`config.mk`:
```
export PLATFORM = sky130hd
export DESIGN_NAME = ssw_supervisor
export DESIGN_NICKNAME = d
export VERILOG_FILES = /design/src/shared/ssw_pkg.sv /design/src/rtl/ssw_supervisor.sv /design/src/rtl/ssw_tick.sv
export SDC_FILE = /design/constraint.sdc
export NUM_CORES = 1
export LEC_CHECK = 0
export ABC_AREA = 1
export BUFFER_PORTS_ARGS = -buffer_cell sky130_fd_sc_hd__buf_4
export CAP_MARGIN = 20
export CORE_MARGIN = 3
export CORE_UTILIZATION = 38
export DETAILED_ROUTE_END_ITERATION = 7
export PLACE_DENSITY = 0.55
export SETUP_SLACK_MARGIN = 0.2
export SKIP_CTS_REPAIR_TIMING = 1
export SYNTH_ARGS = -nofsm -noshare
export SYNTH_HDL_FRONTEND = slang
export SYNTH_SLANG_ARGS = --single-unit
export TNS_END_PERCENT = 10
```
`constraint.sdc`:
```
create_clock -name CLOCK -period 5.96 [get_ports CLOCK]
set_input_delay 0.298 -clock CLOCK [delete_from_list [all_inputs] [get_ports CLOCK]]
set_output_delay 0.298 -clock CLOCK [all_outputs]
set_load 0.01 [all_outputs]
```
`src/shared/ssw_pkg.sv`:
```
// Package for the supply supervisor reset and watchdog block
package ssw_pkg;

  // Clock and time base
  localparam int unsigned CLK_PERIOD_NS  = 100;
  localparam int unsigned TICK_NS        = 1000000;
  localparam int unsigned TICK_CYCLES    = TICK_NS / CLK_PERIOD_NS;
  localparam int unsigned TICK_W         = 14;

  // Timeouts in milliseconds, as printed
  localparam int unsigned RESET_TMO_MS   = 1120;
  localparam int unsigned WD_LONG_MS     = 35000;
  localparam int unsigned WD_SHORT_MS    = 1120;
  localparam int unsigned TMO_W          = 17;

  // Reset values
  localparam logic [TICK_W-1:0] TICK_RST = 14'h0000;
  localparam logic [TMO_W-1:0]  CNT_RST  = 17'h00000;

  // Watchdog input sensing
  typedef enum logic [1:0] {
    SSW_WD_FLOAT,
    SSW_WD_LOW,
    SSW_WD_HIGH
  } ssw_wd_level_e;

  // Monitor comparator results, high means below threshold
  typedef struct packed {
    logic primary_low;
    logic secondary_low;
    logic aux_low;
    logic pf_low;
  } ssw_mon_s;

  // Reset supervisor states
  typedef enum logic [1:0] {
    SSW_HOLD,
    SSW_TIMEOUT,
    SSW_RUN
  } ssw_state_e;

endpackage

```
`src/rtl/ssw_supervisor.sv`:
```
// Reset generation, watchdog and power-fail logic of a supply supervisor
// Functional notes
// - Secondary reset is low while either supply is low or manual reset is low.
// - Secondary reset stays low one reset timeout after all its causes clear.
// - Manual reset low holds reset, then a further timeout after it rises.
// - No strobe edge within the watchdog timeout asserts primary reset for one timeout.
// - The watchdog timer clears on any reset and on every strobe edge.
// - Long watchdog period after each reset, short after the first strobe edge.
// - A floating strobe input disables the watchdog entirely.
// - Auxiliary monitor below reference asserts primary reset with the same timeout.
// - Primary reset is low on any supply, aux, manual or watchdog cause.
// - A cause returning during the timeout restarts the timeout from zero.
// - Power-fail flag follows its input low and high one clock later, with no timeout.
`timescale 1ns/1ps
module ssw_supervisor #(
  parameter int unsigned TICK_CYCLES    = ssw_pkg::TICK_CYCLES,
  parameter int unsigned RESET_TICKS    = ssw_pkg::RESET_TMO_MS,
  parameter int unsigned WD_LONG_TICKS  = ssw_pkg::WD_LONG_MS,
  parameter int unsigned WD_SHORT_TICKS = ssw_pkg::WD_SHORT_MS
) (
  // Clock and reset
  input  wire logic                   CLOCK,
  input  wire logic                   RST_N,
  // Digitised comparator results
  input  wire ssw_pkg::ssw_mon_s      MON_BELOW,
  input  wire logic                   MANUAL_RESET_N,
  // Watchdog strobe, sensed as float, low or high
  input  wire ssw_pkg::ssw_wd_level_e WATCHDOG_STROBE_IN,
  // Outputs
  output logic                        PRIMARY_RESET_N,
  output logic                        SECONDARY_RESET_N,
  output logic                        POWERFAIL_FLAG_N
);

  ////////////////////////////////////////////////////////////////////////////
  // Time base

  logic tick;

  ssw_tick #(.TICK_CYCLES(TICK_CYCLES)) u_tick (
    .CLOCK (CLOCK),
    .RST_N (RST_N),
    .tick  (tick)
  );

  function automatic logic [ssw_pkg::TMO_W-1:0] tmo(input int unsigned v);
    tmo = ssw_pkg::TMO_W'(v);
  endfunction

  localparam logic [ssw_pkg::TMO_W-1:0] RST_LEN   = tmo(RESET_TICKS);
  localparam logic [ssw_pkg::TMO_W-1:0] WD_LONG   = tmo(WD_LONG_TICKS);
  localparam logic [ssw_pkg::TMO_W-1:0] WD_SHORT  = tmo(WD_SHORT_TICKS);

  ////////////////////////////////////////////////////////////////////////////
  // Cause decode

  logic sec_cause;
  logic pri_cause;
  logic wd_fire;

  always_comb begin
    sec_cause = MON_BELOW.primary_low | MON_BELOW.secondary_low | ~MANUAL_RESET_N;
    pri_cause = sec_cause | MON_BELOW.aux_low;
  end

  ////////////////////////////////////////////////////////////////////////////
  // Primary reset sequencer

  ssw_pkg::ssw_state_e       pst_q;
  ssw_pkg::ssw_state_e       pst_d;
  logic [ssw_pkg::TMO_W-1:0] pcnt_q;
  logic [ssw_pkg::TMO_W-1:0] pcnt_d;

  always_comb begin
    pst_d  = pst_q;
    pcnt_d = pcnt_q;
    case (pst_q)
      ssw_pkg::SSW_HOLD: begin
        pcnt_d = ssw_pkg::CNT_RST;
        if (!pri_cause) begin
          pst_d = ssw_pkg::SSW_TIMEOUT;
        end
      end
      ssw_pkg::SSW_TIMEOUT: begin
        if (pri_cause) begin
          pst_d  = ssw_pkg::SSW_HOLD;
          pcnt_d = ssw_pkg::CNT_RST;
        end else if (tick) begin
          pcnt_d = pcnt_q + 1'b1;
          // One extra tick, a partial first tick never shortens it
          if (pcnt_d > RST_LEN) begin
            pst_d = ssw_pkg::SSW_RUN;
          end
        end
      end
      ssw_pkg::SSW_RUN: begin
        pcnt_d = ssw_pkg::CNT_RST;
        if (pri_cause) begin
          pst_d = ssw_pkg::SSW_HOLD;
        end else if (wd_fire) begin
          pst_d = ssw_pkg::SSW_TIMEOUT;
        end
      end
      default: begin
        pst_d  = ssw_pkg::SSW_HOLD;
        pcnt_d = ssw_pkg::CNT_RST;
      end
    endcase
  end

  always_ff @(posedge CLOCK or negedge RST_N) begin
    if (!RST_N) begin
      pst_q  <= ssw_pkg::SSW_HOLD;
      pcnt_q <= ssw_pkg::CNT_RST;
    end else begin
      pst_q  <= pst_d;
      pcnt_q <= pcnt_d;
    end
  end

  ////////////////////////////////////////////////////////////////////////////
  // Secondary reset sequencer

  logic                      shold_q;
  logic                      shold_d;
  logic [ssw_pkg::TMO_W-1:0] scnt_q;
  logic [ssw_pkg::TMO_W-1:0] scnt_d;

  always_comb begin
    shold_d = shold_q;
    scnt_d  = scnt_q;
    if (sec_cause) begin
      shold_d = 1'b1;
      scnt_d  = ssw_pkg::CNT_RST;
    end else if (shold_q && tick) begin
      scnt_d = scnt_q + 1'b1;
      if (scnt_d > RST_LEN) begin
        shold_d = 1'b0;
        scnt_d  = ssw_pkg::CNT_RST;
      end
    end
  end

  always_ff @(posedge CLOCK or negedge RST_N) begin
    if (!RST_N) begin
      shold_q <= 1'b1;
      scnt_q  <= ssw_pkg::CNT_RST;
    end else begin
      shold_q <= shold_d;
      scnt_q  <= scnt_d;
    end
  end

  ////////////////////////////////////////////////////////////////////////////
  // Watchdog

  logic                      wd_prev_q;
  logic                      wd_prev_d;
  logic                      wd_short_q;
  logic                      wd_short_d;
  logic [ssw_pkg::TMO_W-1:0] wcnt_q;
  logic [ssw_pkg::TMO_W-1:0] wcnt_d;
  logic                      wd_level;
  logic                      wd_edge;
  logic                      wd_float;

  always_comb begin
    wd_float   = (WATCHDOG_STROBE_IN == ssw_pkg::SSW_WD_FLOAT);
    wd_level   = (WATCHDOG_STROBE_IN == ssw_pkg::SSW_WD_HIGH);
    wd_edge    = !wd_float && (wd_level != wd_prev_q);
    wd_prev_d  = wd_float ? wd_prev_q : wd_level;
    wd_short_d = wd_short_q;
    wd_fire    = 1'b0;
    wcnt_d     = wcnt_q;
    if (pst_q != ssw_pkg::SSW_RUN) begin
      wcnt_d     = ssw_pkg::CNT_RST;
      wd_short_d = 1'b0;
    end else if (wd_float) begin
      wcnt_d = ssw_pkg::CNT_RST;
    end else if (wd_edge) begin
      wcnt_d     = ssw_pkg::CNT_RST;
      wd_short_d = 1'b1;
    end else if (tick) begin
      wcnt_d = wcnt_q + 1'b1;
      wd_fire = (wcnt_d > (wd_short_q ? WD_SHORT : WD_LONG));
    end
  end

  always_ff @(posedge CLOCK or negedge RST_N) begin
    if (!RST_N) begin
      wd_prev_q  <= 1'b0;
      wd_short_q <= 1'b0;
      wcnt_q     <= ssw_pkg::CNT_RST;
    end else begin
      wd_prev_q  <= wd_prev_d;
      wd_short_q <= wd_short_d;
      wcnt_q     <= wcnt_d;
    end
  end

  ////////////////////////////////////////////////////////////////////////////
  // Output registers

  logic pri_n_d;
  logic sec_n_d;
  logic pf_n_d;

  always_comb begin
    pri_n_d = (pst_d == ssw_pkg::SSW_RUN);
    sec_n_d = !shold_d;
    pf_n_d  = !MON_BELOW.pf_low;
  end

  always_ff @(posedge CLOCK or negedge RST_N) begin
    if (!RST_N) begin
      PRIMARY_RESET_N   <= 1'b0;
      SECONDARY_RESET_N <= 1'b0;
      POWERFAIL_FLAG_N  <= 1'b0;
    end else begin
      PRIMARY_RESET_N   <= pri_n_d;
      SECONDARY_RESET_N <= sec_n_d;
      POWERFAIL_FLAG_N  <= pf_n_d;
    end
  end

endmodule

```
`src/rtl/ssw_tick.sv`:
```
// Millisecond time base divider
`timescale 1ns/1ps
module ssw_tick #(
  // Clocks per tick, must fit the TICK_W counter
  parameter int unsigned TICK_CYCLES = ssw_pkg::TICK_CYCLES
) (
  // Clock and reset
  input  wire logic CLOCK,
  input  wire logic RST_N,
  // Tick output
  output logic      tick
);

  logic [ssw_pkg::TICK_W-1:0] cnt_q;
  logic [ssw_pkg::TICK_W-1:0] cnt_d;
  logic                       tick_q;
  logic                       tick_d;

  localparam logic [ssw_pkg::TICK_W-1:0] LAST =
    ssw_pkg::TICK_W'(TICK_CYCLES - 1);

  always_comb begin
    tick_d = (cnt_q == LAST);
    cnt_d  = tick_d ? ssw_pkg::TICK_RST : cnt_q + 1'b1;
  end

  always_ff @(posedge CLOCK or negedge RST_N) begin
    if (!RST_N) begin
      cnt_q  <= ssw_pkg::TICK_RST;
      tick_q <= 1'b0;
    end else begin
      cnt_q  <= cnt_d;
      tick_q <= tick_d;
    end
  end

  assign tick = tick_q;

endmodule

```
* After elaboration in Yosys (flattened, before gate mapping)
Index checks and enable logic that the tools add are counted.
** Word-level totals
- Register bits :: 74
- Bits of input ports :: 9
- Output and inout port bits :: 3
- Logic and storage cells :: 72
** Cells by class
- Add/subtract/negate cells :: 4
- $lt $le $gt $ge :: 3
- Equal/unequal tests :: 9
- Multiplexer cells :: 29
- Bitwise logic cells :: 4
- Reductions and logical operators :: 11
** Operators with widths (number)
- 2-to-1 mux 17 bit :: 10
- adder 17 x 1 -> 17 bit (second input constant) :: 3
- > comparator 17 x 11 -> 1 bit (second input constant) :: 2
- > comparator 17 x 16 -> 1 bit :: 1
- 2-to-1 mux 16 bit :: 1
- adder 14 x 1 -> 14 bit (second input constant) :: 1
- == test 14 bit (second input constant) :: 1
- 2-to-1 mux 14 bit :: 1
- 2-to-1 mux 2 bit :: 6
- 2-to-1 mux 1 bit :: 10
- == test 2 bit (second input constant) :: 3
- case mux 2 bit (3 select lines) :: 1
- zero test 2 bit :: 2
- nonzero test 2 bit :: 2
- nonzero test 4 bit :: 1
- zero test 1 bit :: 3
- inequality test 3 x 2 -> 1 bit (second input constant) :: 1
- OR 1 bit :: 3
- == test 2 x 1 -> 1 bit (second input constant) :: 1
- logical AND 1 bit :: 2
- inequality test 2 x 1 -> 1 bit (second input constant) :: 1
- inequality test 2 bit (second input constant) :: 1
- AND reduction 2 bit :: 1
- inequality test 1 bit :: 1
- inverter 1 bit :: 1

* Logic depth before layout (Yosys ltp)
Gate-level depths: netlist of run 1.
- Word-level depth :: 10
- Depth in mapped cells :: 18
- Mapped depth without buffers :: 18

* Modules after synthesis
From an unflattened synthesis of run 1, not the netlist that was laid out.
** Second synthesis, totals
- Cell total of the unflattened synthesis :: 624
- Area total of the unflattened synthesis :: 4634.4 sq um
** By module, submodules not included
- ssw_supervisor :: instances 1, cells each 521, area an instance 3813.7 sq um, seq. area each 1477.7 sq um
- ssw_tick :: instances 1, cells each 103, area an instance 820.8 sq um, seq. area each 375.4 sq um

* Worst setup path after synthesis of run 1
No wires, ideal clock.
- Path kind :: reg-to-reg
- Start point :: register wcnt_q[0] in the netlist's numbering
- End point :: register pst_q[0]
- Setup time :: 0.116 ns
- Data arrival time :: 2.230 ns
- Data required time :: 5.844 ns
- Setup slack :: 3.614 ns
- Cell stages (with the launch flop) :: 19
- Buffers on the path :: 0
- Clock period less this slack :: 2.346 ns
- Cells stage by stage :: dfrtp_1 > nand3_1 > nor2_4 > nand2_1 > nor2_1 > nand4_1 > xor2_1 > ha_1 > nand2_1 > nor2_1 > nand4_1 > nor2_1 > nand3_1 > nor2_1 > a21oi_1 > nand2_1 > nand2_1 > nand2_1 > nand2_1
** Between the ends
- Word-level cells in the longest chain between the ends :: 9
** Ends and longest elaborated chain
- start: declaration :: line ssw_supervisor.sv:161 : logic [ssw_pkg::TMO_W-1:0] wcnt_q;
- start signal: assignment :: line ssw_supervisor.sv:193 : wcnt_q <= ssw_pkg::CNT_RST;
- start signal: assignment :: line ssw_supervisor.sv:197 : wcnt_q <= wcnt_d;
- adder 17 x 1 -> 17 bit :: line ssw_supervisor.sv:184 : wcnt_d = wcnt_q + 1'b1;
- > comparator 17 x 16 -> 1 bit :: line ssw_supervisor.sv:185 : wd_fire = (wcnt_d > (wd_short_q ? WD_SHORT : WD_LONG));
- 2-to-1 mux 1 bit :: line ssw_supervisor.sv:183 : end else if (tick) begin
- 2-to-1 mux 1 bit :: line ssw_supervisor.sv:180 : end else if (wd_edge) begin
- 2-to-1 mux 1 bit :: line ssw_supervisor.sv:178 : end else if (wd_float) begin
- 2-to-1 mux 1 bit :: line ssw_supervisor.sv:175 : if (pst_q != ssw_pkg::SSW_RUN) begin
- 2-to-1 mux 2 bit :: line ssw_supervisor.sv:100 : end else if (wd_fire) begin
- 2-to-1 mux 2 bit :: line ssw_supervisor.sv:98 : if (pri_cause) begin
- case mux 2 bit (3 select lines) :: line ssw_supervisor.sv:77 : case (pst_q)
- via pst_d[0] :: line ssw_supervisor.sv:70 : ssw_pkg::ssw_state_e pst_d;
- end signal: assignment :: line ssw_supervisor.sv:113 : pst_q <= ssw_pkg::SSW_HOLD;
- end signal: assignment :: line ssw_supervisor.sv:116 : pst_q <= pst_d;
- end: declaration :: line ssw_supervisor.sv:69 : ssw_pkg::ssw_state_e pst_q;
The timed path passes the listed nets, and every way through them passes these cells.
A chain may end at the register's enable or synchronous reset.

* Final worst setup path of run 1
- Start point :: register wcnt_q[6] in the netlist's numbering
- End point :: register pst_q[0]
Same word-level chain as after synthesis.

==> impl_metrics.json, run 1 <==
{
  "nFillCells": 1150,
  "design_area_um2": 5010,
  "syn-num-nets": 629,
  "grt_pass1_wl_um": 17000,
  "routed_via_density": 5.01,
  "routedWlPerCell_um": 12.5,
  "yosys.area.top_type": "dfrtp_1",
  "cts_tree": "built",
  "busiest_layer": "met2",
  "p_switching_uw": 228,
  "postRouteAntennaNets": 0,
  "dp_cells": 753,
  "finalClockSkew_ps": 7.54,
  "rsz0062_at_grt": "false",
  "multi_input_area_um2": 2230,
  "final_hold_viol_count": 0,
  "grt_usage_pct": 16.2,
  "fin_cells": 769,
  "tightest_slew_ps": 990,
  "max_freq_ghz": 0.381,
  "hp-class": "in -> async",
  "yosys.cell_count.top_type": "nand2_1",
  "dr.pass1.iters": 4,
  "fin_ws_ps": 3330,
  "synth_warnings": 0,
  "hpwlAfterDp_um": 6890,
  "grt_use_met1_pct": 21.6,
  "io_pins": 12,
  "finalCritPeriodShare_pct": 44.1,
  "synthFlopType": "dfrtp_1",
  "crit_type": "reg -> reg",
  "antenna_found_initial": 0,
  "slew-limit-headroom_pct": 33.4,
  "seq_power_share_pct": 46.6,
  "rows": 39,
  "cts_root_buffer": "clkbuf_16",
  "setup_viol": 0,
  "p_per_area_nw_per_um2": 216,
  "cts-htree-levels": 3,
  "synth-edff-count": 0,
  "drive_above_1_share_pct": 7.67,
  "place_area_um2": 4710,
  "fin_tns_setup_ps": 0,
  "postSynthCellCount": 606,
  "wirelength_um": 9620,
  "synth_common_cells": "162 x nand2_1, 91 x inv_1, 73 x dfrtp_1, 61 x nor2_1, 52 x nand3_1",
  "ir_drop_mv": 0.135,
  "route.detailed.drc": 0,
  "outcome": "completed",
  "port-buffer-count": 11,
  "internal_power_uw": 855,
  "grt_overflow": 0,
  "synthTopCellsByArea": "dfrtp_1 41%, nand2_1 14%, inv_1 7.6%",
  "grt_max_degree": 75,
  "synth_seq_area_share_pct": 41.3,
  "clk_path_buf_depth": 2,
  "crit_path_start_kind": "register",
  "antenna_cells": 0,
  "p_comb_share_pct": 1.9,
  "critPathMaxFanout": 5,
  "start_util_pct": 39.1,
  "drtIter0Drc": 187,
  "grt.met2_usage_pct": 25.0,
  "gp_congestion": 0.857,
  "crit_arrival_ps": 2860,
  "ys_ff_latch": 74,
  "dp_slack_ps": 3340,
  "cp.required_ps": 6190,
  "syn-cell-area_um2": 4480,
  "power.total_mw": 1.08,
  "cap_violations": 0,
  "area_delta_synth_final_pct": 11.9,
  "numCtsBuffers": 9,
  "synth.avg_cell_area_um2": 7.40,
  "fin_crit_ps": 2630,
  "insertion_delay_ps": 350,
  "final-seq-area_um2": 1850,
  "cts_sinks": 74,
  "slew_violations": 0,
  "yosysUniqueCellTypes": 36,
  "nets": 644,
  "sw_frac_of_total_pct": 21.0,
  "crit_path_end_kind": "register",
  "async_flop_share_pct": 100,
  "grt_use_met3_pct": 3.86,
  "whs_ps": 73.9,
  "die_x_um": 115,
  "power_leakage_nw": 2.31,
  "utilization_pct": 43.7,
  "synth_top_area_share_pct": 40.8,
  "clock_power_share_pct": 51.6,
  "path_clk_slew_ps": 60,
  "coreArea_um2": 11500,
  "grt_pass1_vias": 3649,
  "dieArea_um2": 13100,
  "vias": 3856,
  "die_y_um": 115
}
-- cell usage in the layout, fill, tap and decap left out, types with 4 or more instances in the layout --
master,Yosys,final
ha_1,14,14
nand3_1,52,52
o22ai_1,25,25
o21ai_0,24,24
nand2_1,162,162
dfrtp_1,73,73
nor3_1,11,11
clkbuf_16,0,9
nand4_1,18,18
nor2_2,4,4
nor2_1,61,61
a21oi_1,10,10
inv_2,4,4
buf_4,0,11
inv_1,91,91
xor2_1,24,24
o22ai_2,4,4
-- state kept, by name (all words and copies together), names as in the netlist --
| register | flops |
|---|---|
| pcnt_q | 17 |
| scnt_q | 17 |
| wcnt_q | 17 |
| u_tick.cnt_q | 14 |
| pst_q | 2 |
| POWERFAIL_FLAG_N | 1 |
| PRIMARY_RESET_N | 1 |
| SECONDARY_RESET_N | 1 |
| shold_q | 1 |
| u_tick.tick | 1 |
| wd_prev_q | 1 |
| wd_short_q | 1 |
-- final timing paths --
path	slack [ps]	depth (start not counted)	to	startpoint
min in group CLOCK	90	2	POWERFAIL_FLAG_N	MON_BELOW[0]
worst min register to register	460	1	u_tick.cnt_q[0]	u_tick.cnt_q[0]
max in group asynchronous	5250	1	u_tick.cnt_q[9]	RST_N
worst max-delay path	3330	18	pst_q[0]	wcnt_q[6]
worst min-delay path	70	1	wd_prev_q	RST_N
worst max register to register	3330	18	pst_q[0]	wcnt_q[6]
-- power by group through the flow --
| stage | Sequential [mW] | Clock, mW | Combinational, mW |
|---|---|---|---|
| 2_1_floorplan | 0.513 | 0 | 0.00489 |
| 3_3_place_gp | 0.513 | 0 | 0.0218 |
| 3_5_place_dp | 0.513 | 0 | 0.0221 |
| 4_1_cts | 0.504 | 0.575 | 0.0220 |
| 5_1_grt | 0.504 | 0.597 | 0.0243 |
| 6_report | 0.504 | 0.558 | 0.0204 |
-- critical path: stages (launching register included) --
cell and delay [ps]:
dfrtp_1 380, nand2_1 110, nor2_1 290, nand2_1 140, nor2_1 170, nand4_1 120, xor2_1 180, ha_1 320
nand2_1 60, nor2_1 90, nand4_1 90, nor2_1 110, nand3_1 60, nor2_1 100, a21oi_1 70, nand2_1 80
nand2_1 50, nand2_1 50, nand2_1 40
-- metal layers --
layer,up-vias,wire length (um)
li1,1999,-
met3,14,327
met2,50,4500
met5,-,0
met4,0,202
met1,1793,4590
-- cell families after synthesis --
logic type      Yosys count  share of synthesized area (%)
fa+ha+maj                14                           3.91
xor+xnor                 26                           5.08
flops                    74                           41.3
buf+inv                 103                           8.82
simple gates            318                           31.1
compound gates           71                           9.77
-- final cells by class --
| type | instances | share of cell area [%] |
|---|---|---|
| multi-input combinational | 429 | 44.5 |
| sequential | 74 | 37.0 |
| inverter | 96 | 7.19 |
| clock buffer | 12 | 5.11 |
| tap | 143 | 3.57 |
| timing repair buffer | 11 | 1.65 |
| clock inverter | 4 | 0.998 |
(Power assumes the default switching activity.)
==> inputs of run 2 (changes only) <==
- PLACE_DENSITY: 0.55 -> 0.57
- clock period: 5.96 -> 2.2 ns (I/O delays scaled with it)
==> run 2 against run 1 <==
Effect of this change: the run now ends with negative setup slack left; critical path type unchanged; setup slack worse by 3500 ps; sequential power grew to 2.7 times the previous value; non-clock buffer count is 40 higher; critical endpoint unchanged; maximum frequency up 12%.
==> impl_metrics.json, run 2 (same netlist as run 1, synthesis figures left out) <==
{
  "cts_root_buffer": "clkbuf_16",
  "critPathMaxFanout": 3,
  "start_util_pct": 39.1,
  "hold_depth": 3,
  "max_freq_ghz": 0.428,
  "cap_violations": 0,
  "insertion_delay_ps": 330,
  "crit_arrival_ps": 2560,
  "multi_input_area_um2": 2270,
  "grt_pass1_wl_um": 18000,
  "ir_drop_mv": 0.286,
  "coreArea_um2": 11500,
  "crit_path_start_kind": "register",
  "finalClockSkew_ps": 4.95,
  "numCtsBuffers": 9,
  "antenna_cells": 0,
  "rsz0062_at_grt": "true",
  "fin_crit_ps": 2340,
  "tightest_slew_ps": 662,
  "crit_path_end_kind": "register",
  "place_area_um2": 5000,
  "antenna_found_initial": 0,
  "postRouteAntennaNets": 0,
  "design_area_um2": 5410,
  "power.total_mw": 3.08,
  "dr.pass1.iters": 4,
  "worstHoldStart": "WATCHDOG_STROBE_IN[1]",
  "die_x_um": 115,
  "final-seq-area_um2": 1850,
  "route.detailed.drc": 0,
  "routed_via_density": 4.99,
  "final_common_cell": "nand2_1",
  "crit_type": "reg -> reg",
  "area_delta_synth_final_pct": 20.7,
  "finalCritPeriodShare_pct": 106,
  "hp-class": "in -> reg",
  "routedWlPerCell_um": 12.5,
  "io_pins": 12,
  "fin_cells": 809,
  "cts_sinks": 74,
  "nFillCells": 1088,
  "violations": "negative setup slack",
  "reg_top3": "pcnt_q: 17 flops, scnt_q: 17 flops, wcnt_q: 17 flops",
  "rows": 39,
  "layout_common_cells": "161 x nand2_1, 90 x inv_1, 73 x dfrtp_1",
  "reg2reg_slack_ps": -140,
  "cts_tree": "built",
  "drive_above_1_share_pct": 14.3,
  "path_clk_slew_ps": 60,
  "final_hold_viol_count": 0,
  "clk_path_buf_depth": 2,
  "fin_ws_ps": -137,
  "wirelength_um": 10100,
  "grt_overflow": 0,
  "p_per_area_nw_per_um2": 570,
  "r2r-end": "pst_q[0]",
  "dp_cells": 789,
  "port-buffer-count": 11,
  "slew_violations": 0,
  "worst_r2r_path_depth": 18,
  "fin_tns_setup_ps": -293,
  "die_y_um": 115,
  "min_to": "wd_prev_q",
  "cp.required_ps": 2420,
  "nets": 684,
  "hpwlAfterDp_um": 7560,
  "grt_pass1_vias": 3980,
  "dieArea_um2": 13100,
  "vias": 4038,
  "grt_max_degree": 36,
  "power_leakage_nw": 2.53,
  "setup_viol": 3,
  "whs_ps": 61.2,
  "gp_congestion": 0.864,
  "outcome": "complete, but fails checks",
  "r2r_start": "wcnt_q[2]",
  "cts-htree-levels": 3,
  "grt_usage_pct": 16.8,
  "slew-limit-headroom_pct": 55.8,
  "drtIter0Drc": 169
}
-- run 2: per-layer routing --
| layer | up-vias | wire (um) | global-route usage [%] |
|---|---|---|---|
| met5 | - | 0 | 0 |
| met4 | 0 | 217 | 7.68 |
| met3 | 19 | 343 | 2.70 |
| met2 | 65 | 4720 | 27.0 |
| met1 | 1874 | 4820 | 22.1 |
| li1 | 2080 | - | - |
-- run 2: per-stage QoR --
stage | utilization [%] | worst slack, ps
finish | 47.2 | -137
global route | 47.2 | -355
CTS | 46.6 | -154
detailed placement | 43.6 | -132
global placement | 43.6 | -84.5
floorplan | - | -68.3
-- run 2: how the worst max path moves through the flow --
stage          startpoint       end
6_report        wcnt_q[2]  pst_q[0]
5_1_grt         wcnt_q[1]  pst_q[0]
4_1_cts         wcnt_q[1]  pst_q[0]
3_5_place_dp    wcnt_q[1]  pst_q[0]
3_3_place_gp    wcnt_q[0]  pst_q[0]
2_1_floorplan   wcnt_q[0]  pst_q[0]
-- run 2: layout make-up --
| type | count | share of cell area (%) |
|---|---|---|
| sequential | 74 | 34.3 |
| clock buffer | 13 | 5.00 |
| clock inverter | 3 | 1.27 |
| multi-input combinational | 429 | 41.9 |
| tap | 143 | 3.31 |
| inverter | 96 | 6.73 |
| timing repair buffer | 51 | 7.52 |
-- run 2: power by group --
part | total (mW) | internal, mW | switching [mW] | leakage [nW]
Sequential | 1.37 | 1.36 | 0.00134 | 1.01
Combinational | 0.0658 | 0.0214 | 0.0443 | 1.36
Clock | 1.65 | 1.09 | 0.561 | 0.166
Total | 3.08 | 2.48 | 0.607 | 2.53
-- run 2: worst max-delay path, stage by stage (launching register included) --
cell and delay [ps]:
dfrtp_1 360, nand3_2 130, nor2_4 130, nand2_1 90, nor2_2 110, nand4_1 100
xor2_1 180, ha_1 290, nand2_1 60, nor2_1 100, nand4_1 90, nor2_1 110
nand3_1 70, nor2_1 90, a21oi_1 60, nand2_1 80, nand2_1 50, nand2_1 60
nand2_1 50
